--- config.mk ---
export PLATFORM = sky130hd
export DESIGN_NAME = lbda_top
export DESIGN_NICKNAME = d
export VERILOG_FILES = /design/src/logic/lbda_pkg.sv /design/src/logic/lbda_byte_port.sv /design/src/logic/lbda_top.sv
export SDC_FILE = /design/constraint.sdc
export NUM_CORES = 1
export LEC_CHECK = 0
export BUFFER_PORTS_ARGS = -buffer_cell sky130_fd_sc_hd__buf_4
export CAP_MARGIN = 25
export CORE_UTILIZATION = 35
export CTS_BUF_LIST = sky130_fd_sc_hd__clkbuf_4 sky130_fd_sc_hd__clkbuf_8 sky130_fd_sc_hd__clkbuf_16
export DETAILED_ROUTE_END_ITERATION = 10
export PLACE_DENSITY_LB_ADDON = 0.25
export SLEW_MARGIN = 5
export SYNTH_ARGS = -nofsm -noshare
export SYNTH_HDL_FRONTEND = slang
export SYNTH_SLANG_ARGS = --single-unit
--- constraint.sdc ---
create_clock -name mclk_i -period 2.8 [get_ports mclk_i]
set_input_delay 0.28 -clock mclk_i [delete_from_list [all_inputs] [get_ports mclk_i]]
set_output_delay 0.28 -clock mclk_i [all_outputs]
set_load 0.05 [all_outputs]
--- src/logic/lbda_pkg.sv ---
// Constants, types and memory map for the local bus decode and arbiter.
// Assumes one 125 MHz local bus clock shared by all masters and slaves.
package lbda_pkg;

  // ----------------------------------------------------------------
  // Clock, masters and timeout
  // ----------------------------------------------------------------
  localparam int LBDA_CLK_MHZ = 125;
  localparam int LBDA_MASTERS = 4;
  localparam logic [3:0] GRANT_RST = 4'h8;
  localparam int TMO_8_US = 8;
  localparam int TMO_64_US = 64;
  localparam int TMO_256_US = 256;
  localparam int TMO_8_CYC = TMO_8_US * LBDA_CLK_MHZ;
  localparam int TMO_64_CYC = TMO_64_US * LBDA_CLK_MHZ;
  localparam int TMO_256_CYC = TMO_256_US * LBDA_CLK_MHZ;
  localparam int TMO_CNT_W = 16;
  localparam logic [1:0] TMO_SEL_8 = 2'h0;
  localparam logic [1:0] TMO_SEL_64 = 2'h1;
  localparam logic [1:0] TMO_SEL_256 = 2'h2;
  localparam logic [1:0] TMO_SEL_NEVER = 2'h3;

  // ----------------------------------------------------------------
  // Control registers
  // ----------------------------------------------------------------
  localparam logic [31:0] BOOT_CTL_ADDR = 32'hFFF42040;
  localparam logic [31:0] DRAM_CTL_ADDR = 32'hFFF42048;
  localparam logic [31:0] BOOT_CTL_RST = 32'h00000000;
  localparam logic [31:0] DRAM_CTL_RST = 32'h00000000;
  localparam int BOOT_LOW_OFF_BIT = 20;
  localparam int DRAM_EN_BIT = 24;
  localparam int TMO_EN_BIT = 2;
  localparam int TMO_SEL_LSB = 0;

  // ----------------------------------------------------------------
  // Memory map
  // ----------------------------------------------------------------
  localparam logic [1:0] TT_IACK = 2'h3;
  localparam logic [31:0] BOOT_WIN_MASK = 32'hFFE00000;
  localparam logic [31:0] BOOT_HI_BASE = 32'hFF800000;
  localparam logic [31:0] BOOT_ALT_BASE = 32'hFFA00000;
  localparam logic [31:0] BOOT_LOW_MASK = 32'hFFC00000;
  localparam logic [31:0] BOOT_LOW_BASE = 32'h00000000;
  localparam logic [31:0] DRAM_MASK = 32'hFFC00000;
  localparam logic [31:0] DRAM_BASE = 32'h00000000;
  localparam logic [31:0] HOLE1_MASK = 32'hFFE00000;
  localparam logic [31:0] HOLE1_BASE = 32'hFFC00000;
  localparam logic [31:0] HALF_MB_MASK = 32'hFFF80000;
  localparam logic [31:0] SRAM_DEF_BASE = 32'hFFE00000;
  localparam logic [31:0] HOLE2_BASE = 32'hFFE80000;
  localparam logic [31:0] LIO_MASK = 32'hFFF00000;
  localparam logic [31:0] LIO_BASE = 32'hFFF00000;
  localparam logic [31:0] VME16_MASK = 32'hFFFF0000;
  localparam logic [31:0] VME16_BASE = 32'hFFFF0000;

  // ----------------------------------------------------------------
  // Private byte bus
  // ----------------------------------------------------------------
  localparam int PB_AW = 21;
  localparam logic [20:0] FLASH_ADDR_MASK = 21'h0FFFFF;
  localparam logic [20:0] PROM_ADDR_MASK = 21'h07FFFF;
  localparam int BP_BYTE_CYC = 4;
  localparam logic [3:0] BP_CYC_LAST = 4'(BP_BYTE_CYC - 1);

  typedef enum logic [3:0] {
    RGN_EXT, RGN_FLASH, RGN_PROM, RGN_DRAM, RGN_SRAM, RGN_LIO,
    RGN_REGS, RGN_VME16, RGN_HOLE, RGN_IACK
  } lbda_rgn_t;

  typedef struct packed {
    logic [31:0] addr;
    logic [1:0] transfer_type;
    logic write;
    logic [31:0] wdata;
  } lbda_req_t;

  typedef struct packed {
    logic [20:0] addr;
    logic flash_cs;
    logic prom_cs;
    logic oe;
    logic we;
    logic [7:0] wdata;
  } lbda_pbus_t;

endpackage

--- src/logic/lbda_byte_port.sv ---
// Byte-wide private bus engine: one 32-bit access as four byte strobes.
// Assumes start only while idle; devices answer in fixed strobe time.
`timescale 1ns/10ps
module lbda_byte_port (
  input wire logic mclk_i,                  // Local bus clock
  input wire logic rst_n_i,                 // Async reset, active low
  input wire logic start_i,                 // Start one 32-bit access
  input wire logic flash_i,                 // 1 flash, 0 PROM
  input wire lbda_pkg::lbda_req_t req_i,    // Captured request
  input wire logic [7:0] pb_rdata_i,        // Byte bus read data
  output lbda_pkg::lbda_pbus_t pb_o,        // Byte bus strobes
  output logic done_o,                      // Access complete pulse
  output logic [31:0] rdata_o               // Assembled word
);
  import lbda_pkg::*;

  typedef enum logic {BP_IDLE, BP_STROBE} lbda_bp_st_t;
  localparam int BP_TOTAL = 4 * BP_BYTE_CYC + 1;

  lbda_bp_st_t st_q, st_d;
  logic [3:0] cyc_q, cyc_d;
  logic [1:0] idx_q, idx_d;
  logic flash_q, flash_d;
  lbda_req_t req_q, req_d;
  lbda_pbus_t pb_q, pb_d;
  logic done_q, done_d;
  logic [31:0] rd_q, rd_d;

  // Devices smaller than the window alias by dropping upper bits
  function automatic lbda_pbus_t strobe(input lbda_req_t r, input logic fl,
                                        input logic [1:0] idx);
    lbda_pbus_t p;
    p.addr = {r.addr[PB_AW-1:2], idx} & (fl ? FLASH_ADDR_MASK : PROM_ADDR_MASK);
    p.flash_cs = fl;
    p.prom_cs = !fl;
    p.oe = !r.write;
    p.we = r.write;
    p.wdata = r.wdata[8*(3-idx) +: 8];
    return p;
  endfunction

  // ----------------------------------------------------------------
  // Sequencer
  // ----------------------------------------------------------------
  always_comb begin
    st_d = st_q;
    cyc_d = cyc_q;
    idx_d = idx_q;
    flash_d = flash_q;
    req_d = req_q;
    pb_d = pb_q;
    done_d = 1'b0;
    rd_d = rd_q;
    unique case (st_q)
      BP_IDLE: begin
        // [RULE_12] Split word into bytes
        if (start_i) begin
          st_d = BP_STROBE;
          cyc_d = 4'h0;
          idx_d = 2'h0;
          flash_d = flash_i;
          req_d = req_i;
          pb_d = strobe(req_i, flash_i, 2'h0);
        end
      end
      BP_STROBE: begin
        cyc_d = cyc_q + 4'h1;
        if (cyc_q == BP_CYC_LAST) begin
          // Big-endian: first byte lands in the top lane
          rd_d = {rd_q[23:0], pb_rdata_i};
          cyc_d = 4'h0;
          if (idx_q == 2'h3) begin
            st_d = BP_IDLE;
            done_d = 1'b1;
            pb_d = '0;
          end else begin
            idx_d = idx_q + 2'h1;
            pb_d = strobe(req_q, flash_q, idx_q + 2'h1);
          end
        end
      end
    endcase
  end

  always_ff @(posedge mclk_i or negedge rst_n_i) begin
    if (!rst_n_i) begin
      st_q <= BP_IDLE;
      cyc_q <= 4'h0;
      idx_q <= 2'h0;
      flash_q <= 1'b0;
      req_q <= '0;
      pb_q <= '0;
      done_q <= 1'b0;
      rd_q <= 32'h00000000;
    end else begin
      st_q <= st_d;
      cyc_q <= cyc_d;
      idx_q <= idx_d;
      flash_q <= flash_d;
      req_q <= req_d;
      pb_q <= pb_d;
      done_q <= done_d;
      rd_q <= rd_d;
    end
  end

  assign pb_o = pb_q;
  assign done_o = done_q;
  assign rdata_o = rd_q;
endmodule // lbda_byte_port

--- src/logic/lbda_top.sv ---
// Local bus address decoder, access timeout and fixed-priority arbiter.
// Assumes only the granted master starts cycles and slaves ack by level.
// Operation
// [RULE_01] Grant priority LAN 0 highest, SCSI 1, VMEbus 2, processor 3 lowest.
// [RULE_02] Enabled timeout ends an overlong access with transfer error ack.
// [RULE_03] Timeout limit selectable: 8 us, 64 us, 256 us or never.
// [RULE_04] Timeout counter idles during cycles bound for the VMEbus.
// [RULE_05] Transfer types 0, 1, 2 are normal; only they use the map.
// [RULE_06] Local resources answer normal and interrupt acknowledge types only.
// [RULE_07] After reset boot memory answers high window and low alias at zero.
// [RULE_08] Software disables the low boot alias before enabling DRAM.
// [RULE_09] DRAM decode enabled by bit 24 of the DRAM control register.
// [RULE_10] Low boot alias disabled by bit 20 of boot memory control.
// [RULE_11] Jumper fitted: high window flash, alternate PROM; absent swaps them.
// [RULE_12] 32-bit boot accesses become byte transfers; small devices alias.
// [RULE_13] Two holes stay undecoded; unclaimed accesses end only by timeout.
// [RULE_14] Software marks onboard I/O non-cacheable and serialized.
// [RULE_15] Timeout counter restarts at each cycle start, clears on ack.
// [RULE_16] Ownership changes only between cycles, never mid-transfer.
`timescale 1ns/10ps
module lbda_top #(
  parameter int TMO_64_CYC_P = lbda_pkg::TMO_64_CYC,   // 64 us count
  parameter int TMO_256_CYC_P = lbda_pkg::TMO_256_CYC  // 256 us count
) (
  input wire logic mclk_i,                   // Local bus clock
  input wire logic rst_n_i,                  // Async reset, active low
  input wire logic [3:0] bus_req_i,          // Requests, bit 0 LAN
  output logic [3:0] bus_grant_o,            // One-hot grant
  input wire logic ts_i,                     // Cycle start pulse
  input wire lbda_pkg::lbda_req_t req_i,     // Address, type, data
  input wire logic vme_bound_i,              // Cycle goes offboard
  input wire logic slave_ack_i,              // Ack from outside slave
  input wire logic boot_select_jumper_i,     // Jumper fitted
  output logic ta_o,                         // Cycle ack pulse
  output logic transfer_error_ack_o,         // Timeout error ack pulse
  output logic [31:0] rdata_o,               // Read data of own slaves
  output lbda_pkg::lbda_rgn_t rgn_o,         // Decoded region
  input wire logic [7:0] pb_rdata_i,         // Byte bus read data
  output lbda_pkg::lbda_pbus_t pb_o          // Byte bus strobes
);
  import lbda_pkg::*;

  logic busy_q, busy_d;
  lbda_req_t req_q, req_d;
  lbda_rgn_t rgn_q, rgn_d;
  logic vme_q, vme_d;
  logic bp_start_q, bp_start_d;
  logic ta_q, ta_d;
  logic tea_q, tea_d;
  logic [31:0] rdata_q, rdata_d;
  logic [31:0] boot_ctl_q, boot_ctl_d;
  logic [31:0] dram_ctl_q, dram_ctl_d;
  logic [TMO_CNT_W-1:0] cnt_q, cnt_d;
  logic [TMO_CNT_W-1:0] tmo_lim_m1;
  logic [3:0] grant_q, grant_d;
  logic [3:0] req_lsb;
  logic [1:0] tmo_sel;
  logic tmo_en, tmo_run, start, bp_done, own_ack;
  logic [31:0] bp_rdata;

  // ----------------------------------------------------------------
  // Address decode
  // ----------------------------------------------------------------
  function automatic lbda_rgn_t rgn_decode(input logic [31:0] a, input logic [1:0] tt,
                                           input logic low_on, input logic dram_on,
                                           input logic jmp);
    lbda_rgn_t r;
    // [RULE_11] Jumper picks flash or PROM
    lbda_rgn_t hi_dev;
    lbda_rgn_t alt_dev;
    hi_dev = jmp ? RGN_FLASH : RGN_PROM;
    alt_dev = jmp ? RGN_PROM : RGN_FLASH;
    r = RGN_EXT;
    // [RULE_05] Map applies to normal types
    // [RULE_06] Acknowledge cycles kept apart
    if (tt == TT_IACK) r = RGN_IACK;
    else if ((a & BOOT_WIN_MASK) == BOOT_HI_BASE) r = hi_dev;
    else if ((a & BOOT_WIN_MASK) == BOOT_ALT_BASE) r = alt_dev;
    // [RULE_13] Holes left undecoded
    else if ((a & HOLE1_MASK) == HOLE1_BASE) r = RGN_HOLE;
    else if ((a & HALF_MB_MASK) == HOLE2_BASE) r = RGN_HOLE;
    else if ((a & HALF_MB_MASK) == SRAM_DEF_BASE) r = RGN_SRAM;
    else if (a[31:2] == BOOT_CTL_ADDR[31:2] || a[31:2] == DRAM_CTL_ADDR[31:2])
      r = RGN_REGS;
    else if ((a & VME16_MASK) == VME16_BASE) r = RGN_VME16;
    else if ((a & LIO_MASK) == LIO_BASE) r = RGN_LIO;
    // [RULE_07] Low alias while enabled
    else if (low_on && (a & BOOT_LOW_MASK) == BOOT_LOW_BASE) r = hi_dev;
    // [RULE_09] DRAM only when enabled
    else if (dram_on && (a & DRAM_MASK) == DRAM_BASE) r = RGN_DRAM;
    return r;
  endfunction

  // ----------------------------------------------------------------
  // Timeout limit
  // ----------------------------------------------------------------
  assign tmo_en = boot_ctl_q[TMO_EN_BIT];
  assign tmo_sel = boot_ctl_q[TMO_SEL_LSB +: 2];
  // [RULE_04] No timing for offboard cycles
  assign tmo_run = tmo_en && (tmo_sel != TMO_SEL_NEVER) && !vme_q;

  // [RULE_03] Four selectable limits
  always_comb begin
    unique case (tmo_sel)
      TMO_SEL_8: tmo_lim_m1 = TMO_CNT_W'(TMO_8_CYC - 1);
      TMO_SEL_64: tmo_lim_m1 = TMO_CNT_W'(TMO_64_CYC_P - 1);
      TMO_SEL_256: tmo_lim_m1 = TMO_CNT_W'(TMO_256_CYC_P - 1);
      TMO_SEL_NEVER: tmo_lim_m1 = '1;
    endcase
  end

  // ----------------------------------------------------------------
  // Cycle control, registers and timeout
  // ----------------------------------------------------------------
  assign start = !busy_q && ts_i;
  assign own_ack = (rgn_q == RGN_REGS) || bp_done ||
                   (slave_ack_i && rgn_q != RGN_FLASH && rgn_q != RGN_PROM);

  always_comb begin
    busy_d = busy_q;
    req_d = req_q;
    rgn_d = rgn_q;
    vme_d = vme_q;
    bp_start_d = 1'b0;
    ta_d = 1'b0;
    tea_d = 1'b0;
    rdata_d = rdata_q;
    boot_ctl_d = boot_ctl_q;
    dram_ctl_d = dram_ctl_q;
    cnt_d = cnt_q;
    if (start) begin
      busy_d = 1'b1;
      req_d = req_i;
      rgn_d = rgn_decode(req_i.addr, req_i.transfer_type,
                         !boot_ctl_q[BOOT_LOW_OFF_BIT], dram_ctl_q[DRAM_EN_BIT],
                         boot_select_jumper_i);
      vme_d = vme_bound_i || (rgn_d == RGN_VME16);
      bp_start_d = (rgn_d == RGN_FLASH) || (rgn_d == RGN_PROM);
      // [RULE_15] Fresh count per cycle
      cnt_d = '0;
    end else if (busy_q) begin
      if (tmo_run) cnt_d = cnt_q + 1'b1;
      if (rgn_q == RGN_REGS) begin
        // [RULE_10] Alias-off bit writable
        if (req_q.addr[31:2] == BOOT_CTL_ADDR[31:2]) begin
          if (req_q.write) boot_ctl_d = req_q.wdata;
          rdata_d = boot_ctl_q;
        end else begin
          if (req_q.write) dram_ctl_d = req_q.wdata;
          rdata_d = dram_ctl_q;
        end
      end else if (bp_done) begin
        rdata_d = bp_rdata;
      end
      if (own_ack) begin
        ta_d = 1'b1;
        busy_d = 1'b0;
        // [RULE_15] Count cleared on ack
        cnt_d = '0;
      end else if (tmo_run && cnt_q == tmo_lim_m1) begin
        // [RULE_02] Error ack ends stalled cycle
        tea_d = 1'b1;
        busy_d = 1'b0;
        cnt_d = '0;
      end
    end
  end

  always_ff @(posedge mclk_i or negedge rst_n_i) begin
    if (!rst_n_i) begin
      busy_q <= 1'b0;
      req_q <= '0;
      rgn_q <= RGN_EXT;
      vme_q <= 1'b0;
      bp_start_q <= 1'b0;
      ta_q <= 1'b0;
      tea_q <= 1'b0;
      rdata_q <= 32'h00000000;
      boot_ctl_q <= BOOT_CTL_RST;
      dram_ctl_q <= DRAM_CTL_RST;
      cnt_q <= '0;
    end else begin
      busy_q <= busy_d;
      req_q <= req_d;
      rgn_q <= rgn_d;
      vme_q <= vme_d;
      bp_start_q <= bp_start_d;
      ta_q <= ta_d;
      tea_q <= tea_d;
      rdata_q <= rdata_d;
      boot_ctl_q <= boot_ctl_d;
      dram_ctl_q <= dram_ctl_d;
      cnt_q <= cnt_d;
    end
  end

  // ----------------------------------------------------------------
  // Arbiter
  // ----------------------------------------------------------------
  always_comb begin
    grant_d = grant_q;
    // [RULE_16] Regrant only when bus idle
    if (!busy_q && !ts_i && bus_req_i != 4'h0) begin
      grant_d = 4'h0;
      // [RULE_01] Lowest index wins, scanned last
      for (int i = LBDA_MASTERS - 1; i >= 0; i--) begin
        if (bus_req_i[i]) begin
          grant_d = 4'h0;
          grant_d[i] = 1'b1;
        end
      end
    end
  end

  always_ff @(posedge mclk_i or negedge rst_n_i) begin
    if (!rst_n_i) grant_q <= GRANT_RST;
    else grant_q <= grant_d;
  end

  lbda_byte_port u_byte_port (
    .mclk_i(mclk_i),
    .rst_n_i(rst_n_i),
    .start_i(bp_start_q),
    .flash_i(rgn_q == RGN_FLASH),
    .req_i(req_q),
    .pb_rdata_i(pb_rdata_i),
    .pb_o(pb_o),
    .done_o(bp_done),
    .rdata_o(bp_rdata)
  );

  assign bus_grant_o = grant_q;
  assign ta_o = ta_q;
  assign transfer_error_ack_o = tea_q;
  assign rdata_o = rdata_q;
  assign rgn_o = rgn_q;

  assign req_lsb = bus_req_i & (~bus_req_i + 4'h1);
endmodule // lbda_top
==> results.cfg, run 1 <==
[cts]
cts_inserted_buffers = 36
clockBufferDepth = 3
cts-resized-gates = 0
cts.sinks = 312
post-cts-setup-buffer-count = 0
insertion_delay_ps = 520
hold_buffers = 64
clkTransAtPathRegs_ps = 60
tritoncts = done
cts_max_level = 2
root_buffer = clkbuf_16

[yosys]
syn_area_sq_mm = 0.0136
synthMuxAreaShare = 0.0922
synth_area_per_cell_sq_um = 9.87
async_reset_ff_frac = 1.00
synth_fa_ha_area_frac = 0.00276
ys_types = 64
synthXorXnorAreaFrac = 0.00258
synth_compound_gate_area_share = 0.105
syn_nets = 1465
ys_seq_area_frac = 0.575
ys_ff_latch = 312
synth_area_leaders = dfrtp_1, nand2_1, a21oi_1, mux2_2, mux2i_1
syn_inst = 1377
post_synth_most_frequent_cells = nand2_1, dfrtp_1, a21oi_1
synth_top_cell_area_share = 0.573
ys.flop_type = dfrtp_1
yosys_warnings = 0
synth_top_area_cell = dfrtp_1
synth-simple-area-share = 0.198
yosysMostFrequentCell = nand2_1
synth_edf_count = 0
synth_top_family_by_area = simple AND/OR/NAND/NOR gates

[sta]
tightest_slew_ps = 805
fin_tns_setup_ps = 0
maxSlewViolCount = 0
max_freq_mhz = 386
setup_viol = 0
finClkSkew_ps = 28.5
rsz0062_at_grt = no
period_share = 0.925
hold_viol_final = 0
min_period_ps = 2590
relSlewSlack = 0.463

[routing]
routedWlPerCell_microns = 17.4
vias = 10500
firstDrtPassIters = 5
drtAntennaViolNets = 0
via_per_inst = 4.96
drc_errors = 0
drt-total-wl_mm = 36.8
drt_iter0_markers = 584

[critical_path]
cp-end-kind = register
critPathLaunchType = register
critical-path-top-delay-family = simple AND/OR/NAND/NOR gates
critPathMaxFanout = 32
cp_slowest_cell = or4b_1
crit_type = reg -> reg
max_stage_delay_ps = 540
crit_buf_inv = 1
cp_data_required_time_ps = 3200
cp.arrival_ps = 2990
crit_chain = or4b_1 -> nor3_1 -> nand4_2 -> buf_4 -> mux2i_1 -> a21oi_1 -> a21o_1

[grt]
grt_pass1_vias = 10600
grt_first_pass_wirelength_mm = 58.7
grt_overflow = 0
grt_max_degree = 96
track_usage = 0.190
antenna_found_initial = 1

[floorplanning]
fp-row-count = 71
ioPinCount = 160
die_area_sq_mm = 0.0396
die_w_microns = 199
die_y_microns = 199
start_util = 0.358
core_area_sq_mm = 0.0379

[place]
gp_congestion = 0.830
io_buffers = 156
dp_hpwl_mm = 24.1

[cells_and_area]
area_growth_pct = 27.6
n_antenna_cell = 0
fin_util = 0.457
drive_gt1_frac = 0.197
layout.nets = 1674

[power_and_ir_drop]
cellLeakagePower_nw = 8.95
total_power_mw = 17.8
powerDensity_mw_per_mm2 = 1030
ir_drop_mv = 0.432

[status]
status = finished, final reports clean

[hold_path]
hold_class = in -> reg

[flow_run]
drv_cap = 0
## report_power, final
| group | internal [mW] | switching (mW) |
|---|---|---|
| Sequential | 5.90 | 1.28 |
| Combinational | 2.02 | 3.72 |
| Clock | 3.02 | 1.85 |
## worst min-delay path, stage by stage
cell,delay [ps]
buf_4,80
nand2_1,70
nand2_1,60
## layout make-up
class	count	area, sq um
Fill cell	3594	20600
Sequential cell	312	7810
Multi-Input combinational cell	981	5500
Timing Repair Buffer	249	2130
Clock buffer	52	1060
Tap cell	511	639
Clock inverter	10	173
Inverter	6	22.5
## layout by cell type (no fill, tap or decap), types with 4 or more instances in the layout
cell	netlist	final
nand3_1	18	18
dfrtp_1	311	311
nor4b_1	4	4
inv_1	5	5
mux2i_1	34	34
mux2_2	35	35
clkbuf_16	0	36
nor2_1	49	48
nor3_1	8	8
nand4_1	9	9
dlygate4sd3_1	0	64
o21ai_0	60	60
mux4_2	8	8
buf_4	1	177
mux2_1	30	30
a21oi_1	98	98
bufinv_16	0	4
buf_12	0	6
nand2_1	468	467
o31ai_1	6	6
nor4_1	8	8
nor2b_1	34	31
a21o_1	34	34
a22o_1	7	7
clkbuf_8	0	7
clkbuf_4	0	9
## per-layer routing
metal,track usage,vias to the layer above,share of wire
met4,0.0530,0,0.022
met2,0.317,219,0.48
met1,0.256,5188,0.46
li1,-,5057,-
met5,0,-,0
met3,0.0254,54,0.040
## state kept, by name, summed over array words and instances, names as in the netlist, 2 cells and up
name                 count
boot_ctl_q              32
bus_grant_o              4
cnt_q                   16
dram_ctl_q              32
rdata_o                 32
req_q                   63
rgn_o                    4
u_byte_port.cyc_q        4
u_byte_port.idx_q        2
u_byte_port.pb_o        32
u_byte_port.rdata_o     32
u_byte_port.req_q       51
## logic make-up (layout without fill, tap and decap cells)
| family | after synthesis | after routing |
|---|---|---|
| and+or+nand+nor | 632 | 632 |
| DFF | 312 | 312 |
| AOI/OAI and AO/OA | 234 | 234 |
| muxes | 107 | 107 |
| buffers and inverters | 84 | 317 |
| xor gates and xnor gates | 4 | 4 |
| adders and majority gates | 3 | 3 |
| other | 1 | 1 |
## stage by stage
step / std cells / setup slack (ps) / hold WS [ps] / area (sq um)
after floorplan: 1377 / 376 / -15.6 / 13600
after detailed placement: 1995 / 239 / 359 / 15500
final: 2121 / 209 / 21.7 / 17300
after global routing: 2121 / 17.9 / 8.47 / 17300
after CTS: 2121 / 203 / 2.42 / 17300
after global placement: 1994 / 258 / 355 / 15400
## path summary, 6_finish.rpt
path | end | from | slack [ps] | cells after the start
setup / recovery | rdata_o[2]$_DFFE_PN0P_ | req_q[39]$_DFFE_PN0P_ | 210 | 7
hold / removal | req_q[17]$_DFFE_PN0P_ | req_i[17] | 20 | 3
setup reg to reg | rdata_o[2]$_DFFE_PN0P_ | req_q[39]$_DFFE_PN0P_ | 210 | 7
hold reg to reg | req_q[58]$_DFFE_PN0P_ | req_q[58]$_DFFE_PN0P_ | 470 | 2
max in group asynchronous | req_q[26]$_DFFE_PN0P_ | rst_n_i | 1580 | 3
min in group asynchronous | bus_grant_o[0]$_DFFE_PN0P_ | rst_n_i | 350 | 2
No activity file was read; power rests on OpenSTA's default activity.
==> inputs of run 2 (changes only) <==
BUFFER_PORTS_ARGS = -buffer_cell sky130_fd_sc_hd__buf_2   (was -buffer_cell sky130_fd_sc_hd__buf_4)
==> run 2 against run 1 <==
  * Die area is the same
  * First-iteration DRC count shrank 7.7%
  * Hold slack lost 8.5 ps
  * Critical path depth is the same
  * Flip-flop and latch count is the same
  * Final area shrank 2.1%
  * Routed wire length shrank 0.74%
  * Clock power is essentially flat
  * Critical path type unchanged
==> results.cfg, run 2 (same netlist as run 1, synthesis figures left out) <==
[status]
status = finished, final reports clean

[floorplanning]
die_y_microns = 199
start_util = 0.358
die_w_microns = 199
ioPinCount = 160
die_area_sq_mm = 0.0396
core_area_sq_mm = 0.0379
fp-row-count = 71

[cells_and_area]
drive_gt1_frac = 0.197
final.fill_count = 3621
multi_input_area_sq_mm = 0.00550
area.sequential_sq_mm = 0.00781
area_growth_pct = 24.9
final_common_cell = nand2_1
max_flop_register = req_q
layout.nets = 1679
reg_top3 = req_q: 63 flops, u_byte_port.req_q: 51 flops
largest_reg_flops = 63
mostFrequentLayoutCells = nand2_1, dfrtp_1, buf_2

[hold_path]
hold_start = req_i[58]
hold_class = in -> reg
whs_endpoint = req_q[58]$_DFFE_PN0P_
holdPathStages = 3

[power_and_ir_drop]
powerDensity_mw_per_mm2 = 1030
total_power_mw = 17.5
cellLeakagePower_nw = 8.85
ir_drop_mv = 0.497

[grt]
grt_overflow = 0
track_usage = 0.189
antenna_found_initial = 2
grt_pass1_vias = 10600
grt_max_degree = 75
grt_first_pass_wirelength_mm = 58.0

[cts]
clockBufferDepth = 3
root_buffer = clkbuf_16
cts_max_level = 2
cts.sinks = 312
clkTransAtPathRegs_ps = 60
tritoncts = done
insertion_delay_ps = 530
cts_inserted_buffers = 36

[critical_path]
r2r_slack_ps = 160
critPathMaxFanout = 32
max_stage_delay_ps = 520
rr_endpoint = rdata_o[2]$_DFFE_PN0P_
cp-end-kind = register
cp_data_required_time_ps = 3210
critPathLaunchType = register
reg2reg_from = req_q[42]$_DFFE_PN0P_
reg2regPathDepth = 7
cp.arrival_ps = 3050
crit_type = reg -> reg
crit_chain = or4b_1 -> nor3_1 -> nand4_2 -> buf_4 -> mux2i_1 -> a21oi_1 -> a21o_1
cp_slowest_cell = or4b_1

[routing]
drc_errors = 0
drt-total-wl_mm = 36.5
routedWlPerCell_microns = 17.2
drtAntennaViolNets = 0
firstDrtPassIters = 6
vias = 10500
via_per_inst = 4.95
drt_iter0_markers = 539

[place]
io_buffers = 156
dpl_worst_slack_ps = 250
dp_hpwl_mm = 23.9
gp_congestion = 0.820

[sta]
fin_hold_ws_ps = 13.1
fin_ws_ps = 160
rsz0062_at_grt = no
maxSlewViolCount = 0
relSlewSlack = 0.498
min_period_ps = 2640
setup_viol = 0
tightest_slew_ps = 733
hold_viol_final = 0
period_share = 0.943
fin_tns_setup_ps = 0
max_freq_mhz = 379
finClkSkew_ps = 14.2

[flow_run]
drv_cap = 0
==> run 2: worst max-delay path: cells and delay by family, from the launching register on <==
kind	cells	cell delay [ps]
AO/OA/AOI/OAI	2	270
buffers and inverters	1	390
flip-flops	1	410
AND/OR/NAND/NOR	3	1080
multiplexers	1	350
==> run 2: where the power goes <==
group	switching [mW]	leakage [nW]	total [mW]	internal, mW
Sequential	1.26	4.07	7.16	5.90
Clock	1.84	0.607	4.84	3.00
Combinational	3.72	4.18	5.50	1.78
==> run 2: worst max-delay path by stage <==
| stage | cells after the start | startpoint | slack (ps) | to |
|---|---|---|---|---|
| floorplan | 6 | rgn_o[0]$_DFFE_PN0P_ | 380 | cnt_q[13]$_DFFE_PN0P_ |
| global route | 7 | req_q[39]$_DFFE_PN0P_ | 60 | rdata_o[3]$_DFFE_PN0P_ |
| global placement | 7 | req_q[38]$_DFFE_PN0P_ | 280 | rdata_o[2]$_DFFE_PN0P_ |
| detailed placement | 7 | req_q[38]$_DFFE_PN0P_ | 250 | rdata_o[2]$_DFFE_PN0P_ |
| CTS | 7 | req_q[38]$_DFFE_PN0P_ | 200 | rdata_o[2]$_DFFE_PN0P_ |
| finish | 7 | req_q[42]$_DFFE_PN0P_ | 160 | rdata_o[2]$_DFFE_PN0P_ |
==> run 2: metrics by stage <==
stage / std cells / cell area (sq um) / util
after floorplan: 1377 / 13600 / -
after global placement: 1996 / 15000 / 0.397
after detailed placement: 1997 / 15100 / 0.397
after CTS: 2124 / 17000 / 0.447
after global routing: 2126 / 17000 / 0.447
final: 2126 / 17000 / 0.447
==> run 2: per-layer routing <==
layer  global-route usage  vias up  share of wire
li1                     -     5060              -
met1                0.254     5202           0.46
met2                0.308      200           0.48
met3               0.0302       68          0.032
met4               0.0661        0          0.029
met5                    0        -              0
==> run 2: what timing repair did <==
action,CTS,global route
hold endpoints to repair,133,0
hold buffers,67,0
resized for setup,0,0
buffers inserted,0,0
endpoints found under the setup margin,0,0
==> run 2: layout make-up <==
cell class                 instances  share of cell area
antenna                            2            0.000295
sequential                       312               0.460
inverter                           6             0.00133
clock inverter                    10             0.00966
clock buffer                      50              0.0622
timing repair buffer             254               0.105
tap                              511              0.0377
multi-input combinational        981               0.324
